[config.mk]
export PLATFORM = sky130hd
export DESIGN_NAME = wit_top
export DESIGN_NICKNAME = d
export VERILOG_FILES = /design/src/common/wit_pkg.sv /design/src/verilog/wit_prescaler.sv /design/src/verilog/wit_top.sv
export SDC_FILE = /design/constraint.sdc
export NUM_CORES = 1
export LEC_CHECK = 0
export ABC_AREA = 1
export BUFFER_PORTS_ARGS = -buffer_cell sky130_fd_sc_hd__buf_2
export CAP_MARGIN = 20
export CORE_ASPECT_RATIO = 1.2
export CORE_UTILIZATION = 25
export CTS_BUF_LIST = sky130_fd_sc_hd__clkbuf_4
export DETAILED_ROUTE_END_ITERATION = 8
export GPL_TIMING_DRIVEN = 0
export PLACE_DENSITY = 0.48
export SKIP_LAST_GASP = 1
export SYNTH_ARGS = -nofsm -noshare
export SYNTH_HDL_FRONTEND = slang
export SYNTH_HIERARCHICAL = 1
export SYNTH_SLANG_ARGS = --single-unit
export TNS_END_PERCENT = 10
[constraint.sdc]
create_clock -name core_clk_i -period 4.5 [get_ports core_clk_i]
set_input_delay 0.675 -clock core_clk_i [delete_from_list [all_inputs] [get_ports core_clk_i]]
set_output_delay 0.675 -clock core_clk_i [all_outputs]
set_load 0.02 [all_outputs]
[src/common/wit_pkg.sv]
// constants, field layouts and types for the watch interval timer
// assumes one core clock; register byte address is four times the index
package wit_pkg;

   // structure
   localparam int PRE_W = 11;
   localparam int CNT_W = 5;
   localparam int DIV_LOG2 = 7;
   localparam int MIN_TAP = 4;
   localparam int COUNT_TAP = 9;
   localparam int ADDR_MIN_W = 18;

   // register indices, byte address = index * 4
   localparam logic [15:0] IDX_MODE = 16'hFF8F;
   localparam logic [15:0] IDX_STATUS = 16'hFF90;
   localparam logic [15:0] IDX_CLEAR = 16'hFF91;
   localparam logic [15:0] IDX_ENABLE = 16'hFF92;
   localparam logic [15:0] IDX_BIT_SET = 16'hFF93;
   localparam logic [15:0] IDX_BIT_CLR = 16'hFF94;
   localparam logic [15:0] IDX_STATE = 16'hFF95;

   // reset values
   localparam logic [7:0] MODE_RST = 8'h00;
   localparam logic [1:0] EVT_RST = 2'h0;

   // watch period codes
   localparam logic [1:0] PER_2_14 = 2'h0;
   localparam logic [1:0] PER_2_13 = 2'h1;
   localparam logic [1:0] PER_2_5 = 2'h2;
   localparam logic [1:0] PER_2_4 = 2'h3;

   // axi responses
   localparam logic [1:0] AXI_OKAY = 2'h0;
   localparam logic [1:0] AXI_DECERR = 2'h3;

   typedef struct packed {
      logic clock_source_select;
      logic [2:0] prescale_interval;
      logic [1:0] watch_period;
      logic counter_run;
      logic timer_enable;
   } wit_mode_s;

   typedef struct packed {
      logic interval;
      logic watch;
   } wit_evt_s;

   // state readback layout
   typedef struct packed {
      logic [10:0] rsvd_hi;
      logic [4:0] counter;
      logic [4:0] rsvd_lo;
      logic [10:0] prescaler;
   } wit_state_s;

   typedef enum logic [2:0] {
      REG_MODE,
      REG_STATUS,
      REG_CLEAR,
      REG_ENABLE,
      REG_BIT_SET,
      REG_BIT_CLR,
      REG_STATE,
      REG_NONE
   } wit_reg_e;

endpackage

[src/verilog/wit_prescaler.sv]
// prescaler of the watch interval timer with one pulse per power-of-two tap
// assumes tick_i is a single-cycle watch clock pulse on core_clk_i
`timescale 1ns/1ps
`default_nettype none
module wit_prescaler #(
   parameter int PRE_W = 11
) (
   // clock and reset
   input wire logic core_clk_i,
   input wire logic resetn_i,
   // control
   input wire logic tick_i,
   input wire logic clear_i,
   // state
   output logic [PRE_W-1:0] count_o,
   output logic [PRE_W:1] tap_o
);

   generate
      if (PRE_W < 2) begin : g_chk
         $error("wit_prescaler needs PRE_W of at least 2");
      end
   endgenerate

   logic [PRE_W-1:0] count_ff;
   logic [PRE_W:1] tap_ff;

   // free count of watch clock periods
   always_ff @(posedge core_clk_i or negedge resetn_i) begin
      if (!resetn_i) begin
         count_ff <= '0;
      end else if (clear_i) begin
         count_ff <= '0;
      end else if (tick_i) begin
         count_ff <= count_ff + {{(PRE_W-1){1'b0}}, 1'b1};
      end
   end

   // tap k pulses once every 2^k ticks
   generate
      for (genvar k = 1; k <= PRE_W; k++) begin : g_tap
         always_ff @(posedge core_clk_i or negedge resetn_i) begin
            if (!resetn_i) begin
               tap_ff[k] <= 1'b0;
            end else begin
               tap_ff[k] <= !clear_i && tick_i && (&count_ff[k-1:0]);
            end
         end
      end
   endgenerate

   assign count_o = count_ff;
   assign tap_o = tap_ff;

endmodule // wit_prescaler
`default_nettype wire

[src/verilog/wit_top.sv]
// watch interval timer: mode register, prescaler, 5-bit counter, interrupts
// assumes an axi4-lite master on core_clk_i and a free subsystem clock pin
`timescale 1ns/1ps
`default_nettype none
module wit_top #(
   parameter int AXI_ADDR_W = 20
) (
   // clock and reset
   input wire logic core_clk_i,
   input wire logic resetn_i,
   // subsystem clock pin
   input wire logic sub_clk_i,
   // axi4-lite write address
   input wire logic s_axi_awvalid_i,
   output logic s_axi_awready_o,
   input wire logic [AXI_ADDR_W-1:0] s_axi_awaddr_i,
   // axi4-lite write data
   input wire logic s_axi_wvalid_i,
   output logic s_axi_wready_o,
   input wire logic [31:0] s_axi_wdata_i,
   input wire logic [3:0] s_axi_wstrb_i,
   // axi4-lite write response
   output logic s_axi_bvalid_o,
   input wire logic s_axi_bready_i,
   output logic [1:0] s_axi_bresp_o,
   // axi4-lite read address
   input wire logic s_axi_arvalid_i,
   output logic s_axi_arready_o,
   input wire logic [AXI_ADDR_W-1:0] s_axi_araddr_i,
   // axi4-lite read data
   output logic s_axi_rvalid_o,
   input wire logic s_axi_rready_i,
   output logic [31:0] s_axi_rdata_o,
   output logic [1:0] s_axi_rresp_o,
   // events and interrupt
   output logic watch_irq_o,
   output logic interval_irq_o,
   output logic irq_o
);

   generate
      if (AXI_ADDR_W < wit_pkg::ADDR_MIN_W || AXI_ADDR_W > 32) begin : g_chk
         $error("wit_top needs AXI_ADDR_W between 18 and 32");
      end
   endgenerate

   // address decode shared by read and write
   function automatic wit_pkg::wit_reg_e decode(input logic [AXI_ADDR_W-1:0] addr);
      logic [AXI_ADDR_W-3:0] idx;
      idx = addr[AXI_ADDR_W-1:2];
      if (idx == (AXI_ADDR_W-2)'(wit_pkg::IDX_MODE)) begin
         return wit_pkg::REG_MODE;
      end else if (idx == (AXI_ADDR_W-2)'(wit_pkg::IDX_STATUS)) begin
         return wit_pkg::REG_STATUS;
      end else if (idx == (AXI_ADDR_W-2)'(wit_pkg::IDX_CLEAR)) begin
         return wit_pkg::REG_CLEAR;
      end else if (idx == (AXI_ADDR_W-2)'(wit_pkg::IDX_ENABLE)) begin
         return wit_pkg::REG_ENABLE;
      end else if (idx == (AXI_ADDR_W-2)'(wit_pkg::IDX_BIT_SET)) begin
         return wit_pkg::REG_BIT_SET;
      end else if (idx == (AXI_ADDR_W-2)'(wit_pkg::IDX_BIT_CLR)) begin
         return wit_pkg::REG_BIT_CLR;
      end else if (idx == (AXI_ADDR_W-2)'(wit_pkg::IDX_STATE)) begin
         return wit_pkg::REG_STATE;
      end
      return wit_pkg::REG_NONE;
   endfunction

   // registers
   wit_pkg::wit_mode_s mode_ff;
   wit_pkg::wit_mode_s nxt_mode;
   wit_pkg::wit_evt_s status_ff;
   wit_pkg::wit_evt_s irq_en_ff;
   logic watch_irq_ff;
   logic interval_irq_ff;
   logic irq_ff;

   // axi write side
   logic aw_hold_ff;
   logic [AXI_ADDR_W-1:0] aw_addr_ff;
   logic w_hold_ff;
   logic [31:0] w_data_ff;
   logic [3:0] w_strb_ff;
   logic bvalid_ff;
   logic [1:0] bresp_ff;
   logic do_write;
   wit_pkg::wit_reg_e wr_reg;
   logic lane0;

   // axi read side
   logic rvalid_ff;
   logic [31:0] rdata_ff;
   logic [1:0] rresp_ff;
   logic [31:0] rd_value;
   wit_pkg::wit_reg_e rd_reg;

   // timing chain
   logic [wit_pkg::DIV_LOG2-1:0] div_ff;
   logic div_tick;
   logic sub_meta_ff;
   logic sub_sync_ff;
   logic sub_prev_ff;
   logic sub_tick;
   logic watch_clock;
   logic [wit_pkg::PRE_W-1:0] pre_count;
   logic [wit_pkg::PRE_W:1] tap;
   logic [wit_pkg::CNT_W-1:0] cnt_ff;
   logic counting;
   logic watch_evt;
   logic interval_evt;
   wit_pkg::wit_evt_s evt;
   wit_pkg::wit_state_s state;

   // core clock divided by 128
   always_ff @(posedge core_clk_i or negedge resetn_i) begin
      if (!resetn_i) begin
         div_ff <= '0;
      end else begin
         div_ff <= div_ff + {{(wit_pkg::DIV_LOG2-1){1'b0}}, 1'b1};
      end
   end
   assign div_tick = &div_ff;

   // subsystem clock synchroniser and rising edge
   always_ff @(posedge core_clk_i or negedge resetn_i) begin
      if (!resetn_i) begin
         sub_meta_ff <= 1'b0;
         sub_sync_ff <= 1'b0;
         sub_prev_ff <= 1'b0;
      end else begin
         sub_meta_ff <= sub_clk_i;
         sub_sync_ff <= sub_meta_ff;
         sub_prev_ff <= sub_sync_ff;
      end
   end
   assign sub_tick = sub_sync_ff && !sub_prev_ff;

   assign watch_clock = mode_ff.clock_source_select ? sub_tick : div_tick;

   wit_prescaler #(
      .PRE_W(wit_pkg::PRE_W)
   ) u_prescaler (
      .core_clk_i(core_clk_i),
      .resetn_i(resetn_i),
      .tick_i(watch_clock),
      .clear_i(!mode_ff.timer_enable),
      .count_o(pre_count),
      .tap_o(tap)
   );

   // 5-bit counter on the 2^9 tap
   assign counting = mode_ff.timer_enable && mode_ff.counter_run;
   always_ff @(posedge core_clk_i or negedge resetn_i) begin
      if (!resetn_i) begin
         cnt_ff <= '0;
      end else if (!counting) begin
         cnt_ff <= '0;
      end else if (tap[wit_pkg::COUNT_TAP]) begin
         cnt_ff <= cnt_ff + {{(wit_pkg::CNT_W-1){1'b0}}, 1'b1};
      end
   end

   // watch event select
   always_comb begin
      watch_evt = 1'b0;
      unique case (mode_ff.watch_period)
         wit_pkg::PER_2_14: watch_evt = tap[wit_pkg::COUNT_TAP] && (&cnt_ff);
         wit_pkg::PER_2_13: watch_evt = tap[wit_pkg::COUNT_TAP] && (&cnt_ff[wit_pkg::CNT_W-2:0]);
         wit_pkg::PER_2_5: watch_evt = tap[wit_pkg::MIN_TAP+1];
         wit_pkg::PER_2_4: watch_evt = tap[wit_pkg::MIN_TAP];
      endcase
      watch_evt = watch_evt && counting;
   end

   // interval event select
   assign interval_evt = mode_ff.timer_enable
      && tap[wit_pkg::MIN_TAP + int'(mode_ff.prescale_interval)];

   assign evt.watch = watch_evt;
   assign evt.interval = interval_evt;

   // event pulses
   always_ff @(posedge core_clk_i or negedge resetn_i) begin
      if (!resetn_i) begin
         watch_irq_ff <= 1'b0;
         interval_irq_ff <= 1'b0;
      end else begin
         watch_irq_ff <= watch_evt;
         interval_irq_ff <= interval_evt;
      end
   end

   // axi write channels
   assign s_axi_awready_o = !aw_hold_ff && !bvalid_ff;
   assign s_axi_wready_o = !w_hold_ff && !bvalid_ff;
   assign do_write = aw_hold_ff && w_hold_ff && !bvalid_ff;
   assign wr_reg = decode(aw_addr_ff);
   assign lane0 = w_strb_ff[0];

   always_ff @(posedge core_clk_i or negedge resetn_i) begin
      if (!resetn_i) begin
         aw_hold_ff <= 1'b0;
         aw_addr_ff <= '0;
      end else if (s_axi_awvalid_i && s_axi_awready_o) begin
         aw_hold_ff <= 1'b1;
         aw_addr_ff <= s_axi_awaddr_i;
      end else if (do_write) begin
         aw_hold_ff <= 1'b0;
      end
   end

   always_ff @(posedge core_clk_i or negedge resetn_i) begin
      if (!resetn_i) begin
         w_hold_ff <= 1'b0;
         w_data_ff <= '0;
         w_strb_ff <= '0;
      end else if (s_axi_wvalid_i && s_axi_wready_o) begin
         w_hold_ff <= 1'b1;
         w_data_ff <= s_axi_wdata_i;
         w_strb_ff <= s_axi_wstrb_i;
      end else if (do_write) begin
         w_hold_ff <= 1'b0;
      end
   end

   always_ff @(posedge core_clk_i or negedge resetn_i) begin
      if (!resetn_i) begin
         bvalid_ff <= 1'b0;
         bresp_ff <= wit_pkg::AXI_OKAY;
      end else if (do_write) begin
         bvalid_ff <= 1'b1;
         bresp_ff <= (wr_reg == wit_pkg::REG_NONE) ? wit_pkg::AXI_DECERR : wit_pkg::AXI_OKAY;
      end else if (s_axi_bready_i) begin
         bvalid_ff <= 1'b0;
      end
   end

   // mode register: byte write, bit set, bit clear
   always_comb begin
      nxt_mode = mode_ff;
      if (do_write && lane0) begin
         unique case (wr_reg)
            wit_pkg::REG_MODE: nxt_mode = w_data_ff[7:0];
            wit_pkg::REG_BIT_SET: nxt_mode = mode_ff | w_data_ff[7:0];
            wit_pkg::REG_BIT_CLR: nxt_mode = mode_ff & ~w_data_ff[7:0];
            default: nxt_mode = mode_ff;
         endcase
      end
   end

   always_ff @(posedge core_clk_i or negedge resetn_i) begin
      if (!resetn_i) begin
         mode_ff <= wit_pkg::MODE_RST;
      end else begin
         mode_ff <= nxt_mode;
      end
   end

   // sticky status, set wins over clear
   always_ff @(posedge core_clk_i or negedge resetn_i) begin
      if (!resetn_i) begin
         status_ff <= wit_pkg::EVT_RST;
      end else if (do_write && lane0 && wr_reg == wit_pkg::REG_CLEAR) begin
         status_ff <= (status_ff & ~w_data_ff[1:0]) | evt;
      end else begin
         status_ff <= status_ff | evt;
      end
   end

   always_ff @(posedge core_clk_i or negedge resetn_i) begin
      if (!resetn_i) begin
         irq_en_ff <= wit_pkg::EVT_RST;
      end else if (do_write && lane0 && wr_reg == wit_pkg::REG_ENABLE) begin
         irq_en_ff <= w_data_ff[1:0];
      end
   end

   // interrupt level from enabled sticky bits
   always_ff @(posedge core_clk_i or negedge resetn_i) begin
      if (!resetn_i) begin
         irq_ff <= 1'b0;
      end else begin
         irq_ff <= |(status_ff & irq_en_ff);
      end
   end

   // read data mux
   assign state.rsvd_hi = '0;
   assign state.counter = cnt_ff;
   assign state.rsvd_lo = '0;
   assign state.prescaler = pre_count;
   assign rd_reg = decode(s_axi_araddr_i);

   always_comb begin
      rd_value = '0;
      unique case (rd_reg)
         wit_pkg::REG_MODE: rd_value = {24'h000000, mode_ff};
         wit_pkg::REG_STATUS: rd_value = {30'h00000000, status_ff};
         wit_pkg::REG_ENABLE: rd_value = {30'h00000000, irq_en_ff};
         wit_pkg::REG_STATE: rd_value = state;
         default: rd_value = '0;
      endcase
   end

   // axi read channels
   assign s_axi_arready_o = !rvalid_ff;
   always_ff @(posedge core_clk_i or negedge resetn_i) begin
      if (!resetn_i) begin
         rvalid_ff <= 1'b0;
         rdata_ff <= '0;
         rresp_ff <= wit_pkg::AXI_OKAY;
      end else if (s_axi_arvalid_i && s_axi_arready_o) begin
         rvalid_ff <= 1'b1;
         rdata_ff <= rd_value;
         rresp_ff <= (rd_reg == wit_pkg::REG_NONE) ? wit_pkg::AXI_DECERR : wit_pkg::AXI_OKAY;
      end else if (s_axi_rready_i) begin
         rvalid_ff <= 1'b0;
      end
   end

   assign s_axi_bvalid_o = bvalid_ff;
   assign s_axi_bresp_o = bresp_ff;
   assign s_axi_rvalid_o = rvalid_ff;
   assign s_axi_rdata_o = rdata_ff;
   assign s_axi_rresp_o = rresp_ff;
   assign watch_irq_o = watch_irq_ff;
   assign interval_irq_o = interval_irq_ff;
   assign irq_o = irq_ff;

endmodule // wit_top
`default_nettype wire

# After elaboration in Yosys (flattened, before gate mapping)

Cells that the tools add are included.

Add/sub/neg operators: 4
Eq/ne operators: 28
Bitwise logic cells: 8
Reductions and logical operators: 56
Magnitude comparators: 1
Mux-type cells: 51

Operator list:

| cell                                                              | number |
|---|---|
| 18-bit by 16-bit == test with 1-bit output, second input constant | 14 |
| 21-bit one-hot mux with 4 select lines                            | 1 |
| 3-bit two-way mux                                                 | 16 |
| 1-bit logical AND                                                 | 28 |
| 1-bit two-way mux                                                 | 24 |
| 8-bit one-hot mux with 3 select lines                             | 1 |
| 11-bit two-way mux                                                | 2 |
| 3-bit == test, second input constant                              | 5 |
| 7-bit AND reduction                                               | 2 |
| 11-bit by 1-bit adder with 11-bit output, second input constant   | 1 |
| 11-bit AND reduction                                              | 1 |
| 5-bit two-way mux                                                 | 2 |
| 10-bit AND reduction                                              | 1 |
| 5-bit AND reduction                                               | 2 |
| 3-bit by 2-bit == test with 1-bit output, second input constant   | 3 |
| 9-bit AND reduction                                               | 1 |
| 8-bit AND                                                         | 1 |
| 8-bit NOT                                                         | 1 |
| 8-bit OR                                                          | 1 |
| 4-bit AND reduction                                               | 2 |
| 8-bit AND reduction                                               | 1 |
| 2-bit nonzero test                                                | 4 |
| 7-bit by 1-bit adder with 7-bit output, second input constant     | 1 |
| 3-bit zero test                                                   | 2 |
| 20 further kinds                                                  | 31 |

Input port bits: 84
Output and inout port bits: 44
Logic and storage cells: 187
Bits in registers: 121

# Longest topological paths before layout

Gate-level depths: netlist (run 1).

Depth in word-level cells: 12
Depth in mapped cells: 12
Depth with buffers taken out: 12

# Cells and area by module

The synthesis (run 1) kept the hierarchy.

By module, submodules not included:

| module        | sequential area each (um2) | cells each | times used | area an instance (um2) |
|---|---|---|---|---|
| wit_top       | 1976.9                     | 535        | 1          | 4342.9 |
| wit_prescaler | 550.5                      | 110        | 1          | 1004.7 |

# Least setup slack after synthesis (run 1)

OpenSTA, ideal clock, no wires.

Path type: register to register
From: reg div_ff[0] (netlist name)
To: reg u_prescaler.count_ff[5], in the netlist u_prescaler/count_o[5]
Data required time: 4381 ps
Arrival: 1622 ps
Path buffers: 0
Slack: 2759 ps
Library setup time: 119 ps
Cell stages (with the launch flop): 11
Period minus slack after synthesis: 1741 ps
Path through: dfrtp_1 ha_1 nand3_1 nor2_1 nand4_1 o21ai_0 nand2_2 nor3b_1 nand2_1 nand2_1 nor2_1

Longest elaborated chain between the ends: 3

Ends and longest elaborated chain:

| item                                               | RTL line            | RTL |
|---|---|---|
| from (decl)                                        | wit_top.sv:98       | `logic [wit_pkg::DIV_LOG2-1:0] div_ff;` |
| from (signal assigned)                             | wit_top.sv:119      | `div_ff <= div_ff + {{(wit_pkg::DIV_LOG2-1){1'b0}}, 1'b1};` |
| 7-bit AND reduction                                | wit_top.sv:122      | `assign div_tick = &div_ff;` |
| 1-bit two-way mux                                  | wit_top.sv:138      | `assign watch_clock = mode_ff.clock_source_select ? sub_tick : div_tick;` |
| named net watch_clock                              | wit_top.sv:104      | `logic watch_clock;` |
| 2-bit by 1-bit != test with 1-bit output (no line) | n/a                 |  |
| to (signal assigned)                               | wit_prescaler.sv:35 | `count_ff <= count_ff + {{(PRE_W-1){1'b0}}, 1'b1};` |
| to (decl)                                          | wit_prescaler.sv:25 | `logic [PRE_W-1:0] count_ff;` |

The timed path passes the listed nets, and every way through them passes these cells.
A chain may end at the register's enable or synchronous reset.

# Worst setup path after layout (run 1)

Same ends and word-level chain as after synthesis.

==> results of run 1 <==
-- stage by stage --
step	utilization	power [µW]	cells	hold WS, ns	instance area (µm²)
floorplan	-	1570	652	0.331	5310
global route	0.305	2430	1015	0.134	6230
CTS	0.305	2300	1014	0.127	6230
finish	0.305	2250	1015	0.145	6230
global placement	0.296	1740	997	0.336	6040
detailed placement	0.298	1760	998	0.336	6070
-- registers in the layout, summed over array words and instances, names as in the netlist, 2 cells and up --
name,flops
irq_en_ff,2
mode_ff,8
s_axi_rdata_o,16
u_prescaler/count_o,11
aw_addr_ff,18
w_data_ff,8
cnt_ff,5
div_ff,7
u_prescaler/tap_o,8
status_ff,2
-- cell usage in the layout, fill, tap and decap left out, types with 2 or more instances in the layout --
cell type,count
mux2_2,12
nand2_2,12
o21ai_1,18
nor2_4,7
bufinv_16,2
nand3_2,3
clkinv_1,3
nand3_1,60
clkinv_4,2
nor3_1,6
nand2_4,5
dfrtp_1,98
clkbuf_4,10
buf_2,82
buf_4,19
nand2_1,128
o21ai_0,15
inv_2,11
xor2_1,4
nor2_8,2
o211ai_1,11
clkbuf_1,7
nor2_1,77
nand4_1,16
ha_1,6
inv_1,63
nor4_1,2
conb_1,16
a21oi_1,29
nor2_2,6
a22o_1,4
o21ai_2,2
-- layout make-up --
class,instances,share of cell area
Timing Repair Buffer,81,0.0691
Inverter,76,0.0466
Multi-Input combinational cell,449,0.381
Clock inverter,6,0.0131
Buffer,29,0.0315
Antenna cell,1,0.000402
Tap cell,265,0.0532
Clock buffer,10,0.0120
Sequential cell,98,0.394
-- routing by layer --
metal | vias to the layer above | wire (µm) | global-route usage
met4 | 4 | 181 | 0.0378
met1 | 1944 | 5630 | 0.150
li1 | 2255 | - | -
met2 | 103 | 5770 | 0.201
met3 | 19 | 796 | 0.0385
met5 | - | 18 | 0
-- power breakdown --
part           internal [µW]  switching (µW)
clock                    228             298
sequential              1020            96.2
combinational            228             382
-- worst min path at each step --
stage,startpoint,endpoint,cells past startpoint,slack (ns)
2_1_floorplan,sub_meta_ff,sub_sync_ff,0,0.33
3_3_place_gp,sub_meta_ff,sub_sync_ff,0,0.34
3_5_place_dp,sub_meta_ff,sub_sync_ff,0,0.34
4_1_cts,resetn_i,aw_addr_ff[14],1,0.13
5_1_grt,resetn_i,aw_addr_ff[14],1,0.13
6_report,resetn_i,aw_addr_ff[14],1,0.14
==> results.md, run 1 <==
- Final worst-path cycle share: 0.444
- Post-CTS Hold Buffers: 0
- PostCTS Resize Cnt: 0
- Multi-input gate area: 2370 µm²
- Max Freq: 0.501 GHz
- Clock Latency Late Sink: 0.46 ns
- Avg WL per Cell: 12.2 µm
- FF-to-FF path depth: 10
- RSZ-0062 raised after global routing: no
- H-tree levels: 3
- Crit path required time: 4.87 ns
- CP Capture Type: flop
- Ratio of cells with drive above 1 in the final layout: 0.242
- Number of buffers added for setup after CTS: 0
- Total CTS buffers: 9
- Max_cap viols: 0
- Post-synthesis instance total: 637
- Dpl ws: 2.39 ns
- Mapped cell area: 5250 µm²
- Flop-to-flop setup slack: 2.50 ns
- Total wire length: 12.4 mm
- YS warnings: 6
- Die Wd: 134 µm
- CP Data Arrival Time: 2.36 ns
- CTS tree: built
- Post-layout worst setup margin: 2.50 ns
- GRT Total Usage: 0.122
- FILL cells: 2247
- Layout net count: 834
- VDD IR-drop max: 0.000234 V
- Number of global-route vias before repair: 4246
- Grt total ovfl: 0
- Final setup vio count: 0
- Hold Fails Final Rpt: 0
- Critical path launch point: div_ff[0]
- Syn Area/Cell: 8.25 µm²
- Clk root buf: clkbuf_4
- Antenna-violating nets left: 0
- Num Clock Sinks: 98
- Iter 0 DRT Violations: 171
- Critical path capture point: u_prescaler/count_o[5]
- CP max stage delay: 0.40 ns
- Worst path depth: 10
- HPWL after DPL: 9.52 mm
- Routability Congestion: 0.862
- # rows: 57
- Crit path cell chain: ha_1, nand3_1, nor2_1, nand4_1, o21ai_0, nand2_2, nor3b_1, nand2_1, nand2_1, nor2_1
- Crit path max fanout: 5
- Slew headroom: 0.449
- Worst-case clock buffer depth: 2
- Residual DRC count: 0
- Max-slew violations: 0
- Kind of critical path: flop to flop
- Top Family by Delay on Critical Path: simple AND/OR/NAND/NOR gates
- Initial core utilization: 0.258
- Pleak: 0.00321 µW
- Reg2Reg Launch Point: div_ff[0]
- Clk pin slew, worst setup/hold paths: 0.15 ns
- Initial antenna violation count: 3
- Critical path's slowest cell: dfrtp_1
- WP buf/inv: 0
- Vias: 4325
- First-pass GRT wire length: 20.8 mm
- DRT Pass-1 Iters: 4
- R2r endpoint: u_prescaler/count_o[5]
- Storage cell area: 2450 µm²
- Min-Delay Path Class: input port to asynchronous set/reset pin
- TNS Setup: 0 ns
- P per Cell Area: 362 nW/µm²
- I/O Buffers: 80
- Minimum clock period: 2.00 ns
- Die footprint: 21600 µm²
- Syn-to-layout area delta: 18.6%
- Status: finished clean
- Core area: 20400 µm²
- Worst-margin pin slew: 0.818 ns
- Top-Level Pins: 128
- Clock Skew: 0.00888 ns
- Post-detailed-route via-to-cell ratio: 4.26
- Critical path launch point type: flop
- Largest net degree at the start of global routing: 66
- Die Y: 161 µm
(Power assumes the default switching activity.)
==> inputs of run 2 (changes only) <==
--- a/config.mk
+++ b/config.mk
@@ -13,7 +13,7 @@
 export CTS_BUF_LIST = sky130_fd_sc_hd__clkbuf_4
 export DETAILED_ROUTE_END_ITERATION = 8
 export GPL_TIMING_DRIVEN = 0
-export PLACE_DENSITY = 0.48
+export PLACE_DENSITY = 0.5
 export SKIP_LAST_GASP = 1
 export SYNTH_ARGS = -nofsm -noshare
 export SYNTH_HDL_FRONTEND = slang
==> constraint.sdc (replaced) <==
create_clock -name core_clk_i -period 1.7 [get_ports core_clk_i]
set_input_delay 0.255 -clock core_clk_i [delete_from_list [all_inputs] [get_ports core_clk_i]]
set_output_delay 0.255 -clock core_clk_i [all_outputs]
set_load 0.02 [all_outputs]
==> run 2 against run 1 <==
  * Global-route usage up 0.11 points
  * Non-clock buffer count up 40
  * Clock skew up 0.0029 ns
  * First-iteration DRC count down 12%
  * Routed wire length up 3.9%
  * Critical path depth up 1
  * Register-to-register slack worse by 2.5 ns
  * Clock-buffer cell count up 1
  * Sequential share of layout area down 2.5 points
  * Utilization up 2.1 points
  * Via count up 4.8%
==> results.md, run 2 (synthesis results as in run 1) <==
- Grt total ovfl: 0
- Storage cell area: 2450 µm²
- Minimum clock period: 1.66 ns
- WP buf/inv: 0
- Routability Congestion: 0.825
- Status: finished clean
- Top Family by Delay on Critical Path: simple AND/OR/NAND/NOR gates
- Worst-case clock buffer depth: 2
- Top-Level Pins: 128
- Critical path launch point type: flop
- FF-to-FF path depth: 11
- Pleak: 0.00335 µW
- Core area: 20400 µm²
- Clk pin slew, worst setup/hold paths: 0.14 ns
- CP Data Arrival Time: 2.06 ns
- Crit path max fanout: 5
- P per Cell Area: 866 nW/µm²
- Slew headroom: 0.571
- Avg WL per Cell: 12.2 µm
- Max_cap viols: 0
- Worst-margin pin slew: 0.641 ns
- Clock Skew: 0.0118 ns
- Total CTS buffers: 9
- FILL cells: 2229
- # rows: 57
- Max Freq: 0.603 GHz
- Post-layout worst setup margin: 0.0416 ns
- Total wire length: 12.9 mm
- Final worst-path cycle share: 0.976
- I/O Buffers: 80
- Layout net count: 874
- R2r endpoint: u_prescaler/count_o[9]
- CP Capture Type: flop
- Hold Fails Final Rpt: 0
- Die Wd: 134 µm
- Top reg by flops: aw_addr_ff
- DRT Pass-1 Iters: 4
- Num Clock Sinks: 98
- Multi-input gate area: 2470 µm²
- Clock Latency Late Sink: 0.47 ns
- Die footprint: 21600 µm²
- Flop-to-flop setup slack: 0.04 ns
- Hold WS: 0.0485 ns
- Initial core utilization: 0.258
- Max-slew violations: 0
- Post-detailed-route via-to-cell ratio: 4.30
- CTS tree: built
- Antenna-violating nets left: 0
- Crit path cell chain: ha_4, nand3_4, nor2_4, nand4_1, o21ai_4, nand2_2, nor2_4, nand3_2, nand2_1, nand2_1, nor2_1
- Crit path required time: 2.11 ns
- H-tree levels: 3
- Reg2Reg Launch Point: div_ff[1]
- Syn-to-layout area delta: 26.8%
- Die Y: 161 µm
- Hold path depth: 2
- CP max stage delay: 0.43 ns
- Residual DRC count: 0
- Min-Delay Path Class: input port to flop
- Initial antenna violation count: 1
- Critical path's slowest cell: dfrtp_1
- Most frequent cells in the layout: nand2_1, dfrtp_1, buf_2
- Ratio of cells with drive above 1 in the final layout: 0.254
- VDD IR-drop max: 0.000627 V
- HPWL after DPL: 9.52 mm
- GRT Total Usage: 0.123
- Largest net degree at the start of global routing: 66
- Clk root buf: clkbuf_4
- Most common cell after layout, fill and taps aside: nand2_1
- Iter 0 DRT Violations: 150
- First-pass GRT wire length: 21.1 mm
- Power Total: 5770 µW
- RSZ-0062 raised after global routing: yes
- Min-delay src: s_axi_wdata_i[3]
- Vias: 4532
- Dpl ws: -0.290 ns
- Number of global-route vias before repair: 4328
- Hold Crit Endpoint: w_data_ff[3]
- Kind of critical path: flop to flop
- Largest register FFs: 18
- Final setup vio count: 0
-- run 2: cell types whose count changed in the layout (fill, tap and decap cells not counted), sizes merged --
cell	before	now
dlygate4sd3	0	29
clkinvlp	0	1
bufinv	2	0
clkbuf	17	19
inv	74	73
buf	103	113
-- run 2: worst max-delay path by stage --
stage                       start                      to  depth (start not counted)
floorplan               div_ff[0]  u_prescaler/count_o[5]                         10
global placement         resetn_i       s_axi_rdata_o[19]                          1
detailed placement      div_ff[0]  u_prescaler/count_o[5]                         10
CTS                     div_ff[0]  u_prescaler/count_o[9]                         11
global route        aw_addr_ff[7]              mode_ff[3]                         12
finish                  div_ff[1]  u_prescaler/count_o[9]                         11
-- run 2: worst register-to-register path: cells and delay by family, from the launching register on --
family                   cells  cell delay (ns)
AO/OA/AOI/OAI                1             0.13
adder cells (fa/ha/maj)      1             0.17
flip-flops                   1             0.43
AND/OR/NAND/NOR              9             0.88
-- run 2: area by class of cell --
type | instances | share of cell area
clock buffer | 11 | 0.0124
inverter | 76 | 0.0443
sequential | 98 | 0.368
buffer | 29 | 0.0302
clock inverter | 4 | 0.00301
multi-input combinational | 449 | 0.371
tap | 265 | 0.0498
antenna | 1 | 0.000376
timing repair buffer | 121 | 0.121
-- run 2: through the flow --
| step | instances | TNS, ns | area, µm² | utilization |
|---|---|---|---|---|
| global placement | 997 | -80.31 | 6040 | 0.296 |
| global route | 1054 | -1.72 | 6660 | 0.327 |
| detailed placement | 998 | -2.77 | 6070 | 0.298 |
| CTS | 1048 | -0.0914 | 6540 | 0.321 |
| floorplan | 652 | -0.00141 | 5310 | - |
| finish | 1054 | 0 | 6660 | 0.327 |
-- run 2: metal layers --
layer	vias to the layer above	share of wire	track usage
li1	2336	-	-
met1	2069	0.46	0.153
met2	118	0.47	0.205
met3	9	0.053	0.0350
met4	0	0.010	0.0342
met5	-	0	0
-- run 2: report_power, final --
part           switching [µW]  leakage (µW)  internal (µW)  total [µW]
clock                     764     0.0000578            315        1080
combinational            1050       0.00203            670        1720
sequential                264       0.00126           2700        2970
total                    2080       0.00335           3690        5770
-- run 2: repair_timing --
item	in CTS	in global routing
buffers inserted	6	5
resized for setup	7	14
pin swaps	7	9
endpoints found under the setup margin	28	29
hold buffers	29	0
endpoints found under the hold margin	61	0
